`config.mk`:
```
export PLATFORM = sky130hd
export DESIGN_NAME = cmp_ctl
export DESIGN_NICKNAME = d
export VERILOG_FILES = /design/src/pkg/cmp_ctl_pkg.sv /design/src/hw/cmp_ctl.sv
export SDC_FILE = /design/constraint.sdc
export NUM_CORES = 1
export LEC_CHECK = 0
export BUFFER_PORTS_ARGS = -buffer_cell sky130_fd_sc_hd__buf_2
export CORE_MARGIN = 2
export CORE_UTILIZATION = 47
export DETAILED_ROUTE_END_ITERATION = 10
export PLACE_DENSITY = 0.91
export REMOVE_ABC_BUFFERS = 1
export SETUP_SLACK_MARGIN = 0.5
export SLEW_MARGIN = 10
export SYNTH_ARGS = -nofsm -noshare
export SYNTH_HDL_FRONTEND = slang
export SYNTH_SLANG_ARGS = --single-unit
export TNS_END_PERCENT = 1
```
`constraint.sdc`:
```
create_clock -name mclk -period 2.05 [get_ports mclk]
set_clock_uncertainty 0.05 [all_clocks]
set_input_delay 0.1025 -clock mclk [delete_from_list [all_inputs] [get_ports mclk]]
set_output_delay 0.1025 -clock mclk [all_outputs]
set_load 0.01 [all_outputs]
```
`src/pkg/cmp_ctl_pkg.sv`:
```
// Constants and types for the dual comparator control and change interrupt block
package cmp_ctl_pkg;

    // Register byte offsets on the bus
    localparam logic [7:0] OFS_CTRL0    = 8'h00;  // First comparator control
    localparam logic [7:0] OFS_CTRL1    = 8'h04;  // Second comparator control
    localparam logic [7:0] OFS_AUX      = 8'h08;  // Second comparator auxiliary control
    localparam logic [7:0] OFS_FLAG     = 8'h0C;  // Peripheral flag register two
    localparam logic [7:0] OFS_IRQ_EN   = 8'h10;  // Peripheral enable register two
    localparam logic [7:0] OFS_IRQ_CTRL = 8'h14;  // Global and peripheral enables

    // Control register field positions
    localparam int POS_ENABLE = 7;
    localparam int POS_RESULT = 6;
    localparam int POS_PIN_OE = 5;
    localparam int POS_POL    = 4;
    localparam int POS_REF    = 2;
    localparam int POS_SEL    = 0;

    // Auxiliary register field positions
    localparam int POS_MIRROR0   = 7;
    localparam int POS_MIRROR1   = 6;
    localparam int POS_GATE_SRC  = 1;
    localparam int POS_GATE_SYNC = 0;

    // Interrupt control field positions
    localparam int POS_GIE  = 7;
    localparam int POS_PERIPHERAL_IRQ_ENABLE = 6;

    // Values after reset
    localparam logic [7:0] RST_CTRL = 8'h00;
    localparam logic [7:0] RST_AUX  = 8'h00;
    localparam logic       RST_LAT  = 1'b0;

    // Instruction cycle length in clock cycles
    localparam int INSTR_CYCLE_CLOCKS = 4;

    // Stored fields of one comparator control register
    typedef struct packed {
        logic       enable;
        logic       pin_output_enable;
        logic       polarity;
        logic       reference_select;
        logic [1:0] inverting_input_select;
    } cmp_cfg_t;

endpackage : cmp_ctl_pkg

```
`src/hw/cmp_ctl.sv`:
```
// Dual comparator control, output latching and change interrupt logic
//
// Implementation choices: the placing of the registers and the Wishbone slave port.
`timescale 1ns/1ps

module cmp_ctl #(
    parameter int NUM_CMP = 2  // Comparators in the block
) (
    input  wire logic                    mclk,               // 125 MHz clock
    input  wire logic                    rst_n,              // Synchronous reset
    // Wishbone classic slave
    input  wire logic                    wb_cyc_i,
    input  wire logic                    wb_stb_i,
    input  wire logic                    wb_we_i,
    input  wire logic [7:0]              wb_adr_i,
    input  wire logic [3:0]              wb_sel_i,
    input  wire logic [31:0]             wb_dat_i,
    output logic      [31:0]             wb_dat_o,
    output logic                         wb_ack_o,
    // Analog front end
    input  wire logic [NUM_CMP-1:0]      cmp_raw,            // Raw plus-above-minus
    output logic      [NUM_CMP-1:0]      cmp_power,          // Comparator enable
    output logic      [2*NUM_CMP-1:0]    inverting_input_sel,
    output logic      [NUM_CMP-1:0]      reference_sel,
    // Port pins
    input  wire logic [NUM_CMP-1:0]      pin_direction,      // One means input
    output logic      [NUM_CMP-1:0]      pin_override,
    output logic      [NUM_CMP-1:0]      pin_out,
    output logic      [NUM_CMP-1:0]      pin_oe,
    // First timer link, second comparator only
    output logic                         timer_gate,
    output logic                         timer_gate_src,
    output logic                         timer_gate_sync,
    // Interrupt request and wake
    output logic                         irq,
    output logic                         wake
);

    // Instruction cycle phase counter
    logic [1:0] phase;
    wire        first_clock_phase = (phase == 2'h0);

    // Bus request decode
    wire        req      = wb_cyc_i & wb_stb_i & ~wb_ack_o;
    wire        wr_req   = req & wb_we_i & wb_sel_i[0];
    wire        rd_req   = req & ~wb_we_i;
    wire        hit_aux  = (wb_adr_i == cmp_ctl_pkg::OFS_AUX);
    wire        hit_flag = (wb_adr_i == cmp_ctl_pkg::OFS_FLAG);
    wire        hit_ien  = (wb_adr_i == cmp_ctl_pkg::OFS_IRQ_EN);
    wire        hit_ictl = (wb_adr_i == cmp_ctl_pkg::OFS_IRQ_CTRL);

    // Shared registers
    logic [7:0]         aux;            // Auxiliary control, timer link bits
    logic [NUM_CMP-1:0] irq_flag;       // Sticky change flags
    logic [NUM_CMP-1:0] irq_enable;     // Per comparator enables
    logic               peripheral_irq_enable;
    logic               global_irq_enable;

    // Per comparator state gathered for the read mux and the flag logic
    logic [NUM_CMP-1:0] result;         // Instruction-latched output
    logic [NUM_CMP-1:0] mismatch_rise;
    logic [7:0]         ctrl_rd [NUM_CMP];
    logic [NUM_CMP-1:0] hit_ctrl;

    // Control register offset for comparator index
    function automatic logic [7:0] ctrl_ofs(input int idx);
        ctrl_ofs = (idx == 0) ? cmp_ctl_pkg::OFS_CTRL0 : cmp_ctl_pkg::OFS_CTRL1;
    endfunction : ctrl_ofs

    // Instruction cycle divider gives the first phase enable
    always_ff @(posedge mclk)
    begin
        if (!rst_n)
            phase <= 2'h0;
        else if (phase == 2'(cmp_ctl_pkg::INSTR_CYCLE_CLOCKS - 1))
            phase <= 2'h0;
        else
            phase <= phase + 2'h1;
    end

    genvar g;
    generate
        for (g = 0; g < NUM_CMP; g++)
        begin : gen_cmp
            cmp_ctl_pkg::cmp_cfg_t cfg;     // Stored control fields
            logic sync_a;                   // First synchroniser stage
            logic sync_b;                   // Second synchroniser stage
            logic cycle_lat;                // Latch sampled each first phase
            logic snap_lat;                 // Latch refreshed by register access
            logic mismatch_prev;            // For edge detection
            logic pin_val;                  // Registered pin value

            wire hit   = (wb_adr_i == ctrl_ofs(g));
            // A write starts with an internal read, so both refresh the snapshot
            wire touch = (rd_req | (req & wb_we_i)) & hit;
            // Disabled comparator yields a low raw decision
            wire raw   = sync_b & cfg.enable;
            wire pol_v = raw ^ cfg.polarity;
            // Mismatch is the xor of the two latches; OE plays no part
            wire mismatch = snap_lat ^ cycle_lat;

            assign hit_ctrl[g]      = hit;
            assign result[g]        = cycle_lat;
            assign mismatch_rise[g] = mismatch & ~mismatch_prev;
            assign ctrl_rd[g] = {cfg.enable, cycle_lat, cfg.pin_output_enable,
                                 cfg.polarity, 1'b0, cfg.reference_select,
                                 cfg.inverting_input_select};

            // Control fields; reset leaves the comparator off
            always_ff @(posedge mclk)
            begin
                if (!rst_n)
                    cfg <= cmp_ctl_pkg::cmp_cfg_t'({cmp_ctl_pkg::RST_CTRL[7],
                           cmp_ctl_pkg::RST_CTRL[5:4], cmp_ctl_pkg::RST_CTRL[2:0]});
                else if (wr_req & hit)
                begin
                    cfg.enable                 <= wb_dat_i[cmp_ctl_pkg::POS_ENABLE];
                    cfg.pin_output_enable      <= wb_dat_i[cmp_ctl_pkg::POS_PIN_OE];
                    cfg.polarity               <= wb_dat_i[cmp_ctl_pkg::POS_POL];
                    cfg.reference_select       <= wb_dat_i[cmp_ctl_pkg::POS_REF];
                    cfg.inverting_input_select <= wb_dat_i[cmp_ctl_pkg::POS_SEL +: 2];
                end
            end

            // Raw analog decision is asynchronous, so two stages first
            always_ff @(posedge mclk)
            begin
                if (!rst_n)
                begin
                    sync_a <= 1'b0;
                    sync_b <= 1'b0;
                end
                else
                begin
                    sync_a <= cmp_raw[g];
                    sync_b <= sync_a;
                end
            end

            // Both latches reset alike so enabling gives no false change
            always_ff @(posedge mclk)
            begin
                if (!rst_n)
                begin
                    cycle_lat     <= cmp_ctl_pkg::RST_LAT;
                    snap_lat      <= cmp_ctl_pkg::RST_LAT;
                    mismatch_prev <= 1'b0;
                end
                else
                begin
                    if (first_clock_phase)
                        cycle_lat <= pol_v;
                    // Held until the next access; output return also clears
                    if (touch)
                        snap_lat <= cycle_lat;
                    mismatch_prev <= mismatch;
                end
            end

            // Pin side is not held per instruction cycle, only retimed once
            always_ff @(posedge mclk)
            begin
                if (!rst_n)
                    pin_val <= 1'b0;
                else
                    pin_val <= pol_v;
            end

            // Port override follows OE alone; drive needs all three conditions
            always_ff @(posedge mclk)
            begin
                if (!rst_n)
                begin
                    pin_override[g] <= 1'b0;
                    pin_oe[g]       <= 1'b0;
                end
                else
                begin
                    pin_override[g] <= cfg.pin_output_enable;
                    pin_oe[g]       <= cfg.pin_output_enable & ~pin_direction[g]
                                       & cfg.enable;
                end
            end

            // Analog controls come straight from the stored fields
            assign cmp_power[g]                   = cfg.enable;
            assign inverting_input_sel[2*g +: 2]  = cfg.inverting_input_select;
            assign reference_sel[g]               = cfg.reference_select;
            assign pin_out[g]                     = pin_val;
        end
    endgenerate

    // Auxiliary register: timer link bits and mirrored results
    wire [7:0] aux_rd = {result[0], result[1], aux[5:0]};

    // Read data selection
    wire [7:0] rd_byte =
        hit_ctrl[0] ? ctrl_rd[0] :
        hit_ctrl[1] ? ctrl_rd[1] :
        hit_aux     ? aux_rd :
        hit_flag    ? {6'h00, irq_flag} :
        hit_ien     ? {6'h00, irq_enable} :
        hit_ictl    ? {global_irq_enable, peripheral_irq_enable, 6'h00} :
                      8'h00;

    // Shared registers; a hardware set wins over a software clear
    always_ff @(posedge mclk)
    begin
        if (!rst_n)
        begin
            aux                   <= cmp_ctl_pkg::RST_AUX;
            irq_flag              <= '0;
            irq_enable            <= '0;
            peripheral_irq_enable <= 1'b0;
            global_irq_enable     <= 1'b0;
        end
        else
        begin
            if (wr_req & hit_aux)
                aux <= {2'h0, 4'h0, wb_dat_i[1:0]};
            if (wr_req & hit_flag)
                irq_flag <= wb_dat_i[NUM_CMP-1:0] | mismatch_rise;
            else
                irq_flag <= irq_flag | mismatch_rise;
            if (wr_req & hit_ien)
                irq_enable <= wb_dat_i[NUM_CMP-1:0];
            if (wr_req & hit_ictl)
            begin
                peripheral_irq_enable <= wb_dat_i[cmp_ctl_pkg::POS_PERIPHERAL_IRQ_ENABLE];
                global_irq_enable     <= wb_dat_i[cmp_ctl_pkg::POS_GIE];
            end
        end
    end

    // Bus answer one cycle after the request is taken
    always_ff @(posedge mclk)
    begin
        if (!rst_n)
        begin
            wb_ack_o <= 1'b0;
            wb_dat_o <= '0;
        end
        else
        begin
            wb_ack_o <= req;
            wb_dat_o <= req ? {24'h000000, rd_byte} : '0;
        end
    end

    // Interrupt and wake gating; flags stand regardless of enables
    wire pending = |(irq_flag & irq_enable);
    always_ff @(posedge mclk)
    begin
        if (!rst_n)
        begin
            irq  <= 1'b0;
            wake <= 1'b0;
        end
        else
        begin
            irq  <= pending & peripheral_irq_enable & global_irq_enable;
            wake <= pending & peripheral_irq_enable;
        end
    end

    // Only the second comparator reaches the first timer
    always_ff @(posedge mclk)
    begin
        if (!rst_n)
        begin
            timer_gate      <= 1'b0;
            timer_gate_src  <= 1'b0;
            timer_gate_sync <= 1'b0;
        end
        else
        begin
            timer_gate      <= result[1];
            timer_gate_src  <= aux[cmp_ctl_pkg::POS_GATE_SRC];
            timer_gate_sync <= aux[cmp_ctl_pkg::POS_GATE_SYNC];
        end
    end

endmodule : cmp_ctl

```
==> results.py <==
metrics = {
    "clocking": {
        "worst_setup_hold_path_clk_slew_ns": 0.09,
        "numClockSinks": 51,
        "clock_tree.htree_level_count": 2,
        "max-clock-path-buffers": 2,
        "clkLatencyLatePin_ns": 0.30,
        "cts-buffers-inserted": 5,
        "cts_tree": "built",
        "cts-root-buf": "clkbuf_8",
    },
    "final_layout": {
        "num-nets-final": 343,
        "final_area_sq_um": 2690,
        "fill_cells": 411,
        "syn2layout_area_growth_pct": 14.2,
        "largest_register_ffs": 7,
        "drive_above_1_share_pct": 28.4,
        "antenna_cells_inserted": 0,
        "regMostFlops": "wb_dat_o",
    },
    "sta": {
        "period_share_pct": 75.7,
        "finalHoldWorstSlack_ns": 0.0116,
        "rsz0062_at_grt": "true",
        "setup_viol_count_final": 0,
        "fin_ws_ns": 0.498,
        "report.final.slew_viol_count": 0,
        "fin_setup_tns_ns": 0,
        "final_hold_viol_count": 0,
        "fmax_mhz": 644,
        "finalWorstPathRequiredPeriod_ns": 1.55,
    },
    "detailed_routing": {
        "detail_route.wirelength_microns": 4380,
        "post_drt_wl_per_cell_microns": 12.3,
        "postRouteAntennaNets": 0,
        "initial_detailed_routing_violation_count": 162,
        "via_count": 1687,
        "dr.pass1.iters": 4,
        "viasPerCell": 4.74,
        "drcViolationCount": 0,
    },
    "critical_path": {
        "worst_path_most_repeated_cell": "buf_6",
        "worst-endpoint-required_ns": 2.20,
        "critical_path.endpoint_type": "flop",
        "crit_arrival_ns": 1.71,
        "critPathTopFamily": "simple AND/OR/NAND/NOR gates",
        "cp.buffers_inverters": 2,
        "cpMaxStageDelayCell": "dfxtp_1",
        "cp_cell_sequence": "nand3b_1 > buf_6 > nor4_4 > buf_6 > mux2i_1 > nor2b_1",
        "criticalPathCategory": "flop to flop",
        "path_max_fanout": 8,
        "category_of_the_worst_setup_path_launch_point": "flop",
        "slowest_delay_ns": 0.32,
    },
    "floorplan": {
        "io_pins": 105,
        "initial_core_util_pct": 49.3,
        "chipHeight_microns": 74.8,
        "core-area_sq_um": 4790,
        "dieWidth_microns": 74.8,
        "fp.dieArea_sq_um": 5600,
        "rows": 25,
    },
    "logic_synthesis": {
        "synth_most_common_cell": "dfxtp_1",
        "netlist_instances": 239,
        "synth_edf_count": 0,
        "synth.top_cell.area_share_pct": 43.3,
        "synth.yosys.warnings": 0,
        "seq_area_frac_synth_pct": 43.3,
        "synth_area_leader_cell": "dfxtp_1",
        "synth.top_cells.by_area": "dfxtp_1, buf_4, mux2i_1",
        "yosysUniqueCellTypes": 38,
        "top_ff_cell_synth": "dfxtp_1",
        "postSynthAreaPerCell_sq_um": 9.86,
        "ys_seq_elements": 51,
        "synth_area_sq_um": 2360,
        "async_sr_flop_fraction_pct": 0,
        "yosys-top-cells-count": "dfxtp_1, buf_4, mux2i_1",
    },
    "run_status": {
        "run_status": "complete, no violations",
    },
    "pwr": {
        "worst_ir_drop_vdd_uv": 275,
        "total_power_mw": 1.79,
        "power.density_nw_per_um2": 665,
        "static-leakage-power_nw": 1.22,
    },
    "place": {
        "buffer_ports.inserted": 51,
        "placedInstanceArea_sq_um": 2530,
        "preCtsSetupSlack_ns": 0.148,
        "finalWeightedCongestion": 0.948,
        "hpwlAfterDp_microns": 3260,
    },
    "grt": {
        "globalRouteTotalUtil_pct": 16.8,
        "grt_antenna_before_repair": 0,
        "vias_in_the_first_global_route": 1570,
        "grt_start_max_net_pins": 41,
        "first_pass_grt_wire_length_microns": 7180,
        "globalRoute.totalOverflow": 0,
    },
    "worst_hold_path": {
        "holdCritPathClass": "input pin to flop",
    },
    "flow_run": {
        "maxCapViolations": 0,
    },
}
## cell type report
type	instances	area (sq um)	share of cell area (%)
clock buffer	7	86.3	3.21
clock inverter	1	8.76	0.325
inverter	9	33.8	1.26
sequential	51	1020	37.9
multi-input combinational	159	1100	41.0
tap	67	83.8	3.11
timing repair buffer	62	354	13.2
## logic make-up (layout without fill, tap and decap cells)
group	count (synthesis)	count (layout)	share of synthesized area [%]
AND/OR/NAND/NOR	85	85	22.6
buffers and inverters	53	79	15.0
flip-flops	51	51	43.3
multiplexers	24	24	10.3
AO/OA/AOI/OAI	18	18	5.68
XOR/XNOR	5	5	1.86
adder cells (fa/ha/maj)	2	2	1.06
other	1	25	0.159
## worst paths after layout
path | start | to | slack, ns | cells past startpoint
worst max register to register | wb_ack_o | reference_sel[1] | 0.50 | 6
worst max-delay path | wb_ack_o | reference_sel[1] | 0.50 | 6
worst min-delay path | pin_direction[0] | pin_oe[0] | 0.01 | 2
worst min register to register | gen_cmp[1].mismatch_prev | irq_flag[1] | 0.37 | 1
## where the power goes
part           leakage, nW  internal (mW)  switching, mW
combinational        0.755         0.0699         0.0983
clock               0.0484          0.277          0.315
sequential           0.413           1.01         0.0155
total                 1.22           1.36          0.429
## routing by layer
metal  part of all wire (%)  global-route usage, %  vias to the layer above
li1                       -                      -                      835
met1                     44                   20.8                      780
met2                     48                   27.3                       59
met3                    5.3                   4.69                       13
met4                    2.9                   7.34                        0
met5                      0                      0                        -
## what timing repair did
item                                    in CTS  in global routing
setup buffers                                0                  1
hold endpoints to repair                     2                  0
hold buffers                                 2                  0
pin swaps                                    0                  1
endpoints found under the setup margin      13                 19
resized for setup                            4                  5
## per-stage QoR
step           util, %  cells
2_1_floorplan        -    219
3_3_place_gp      52.8    345
3_5_place_dp      52.8    345
4_1_cts           55.6    355
5_1_grt           56.2    356
6_report          56.2    356
## placed cells by master (no fill, tap or decap), drive strengths merged, types with 3 or more instances in the layout
cell,count
a22oi,7
and2,8
and3b,3
buf,60
clkbuf,7
conb,25
dfxtp,51
inv,9
mux2i,22
nand2,16
nand2b,3
nor2,13
nor2b,21
nor3,5
nor4,5
o21ai,3
xor2,5
(Power assumes the default switching activity.)
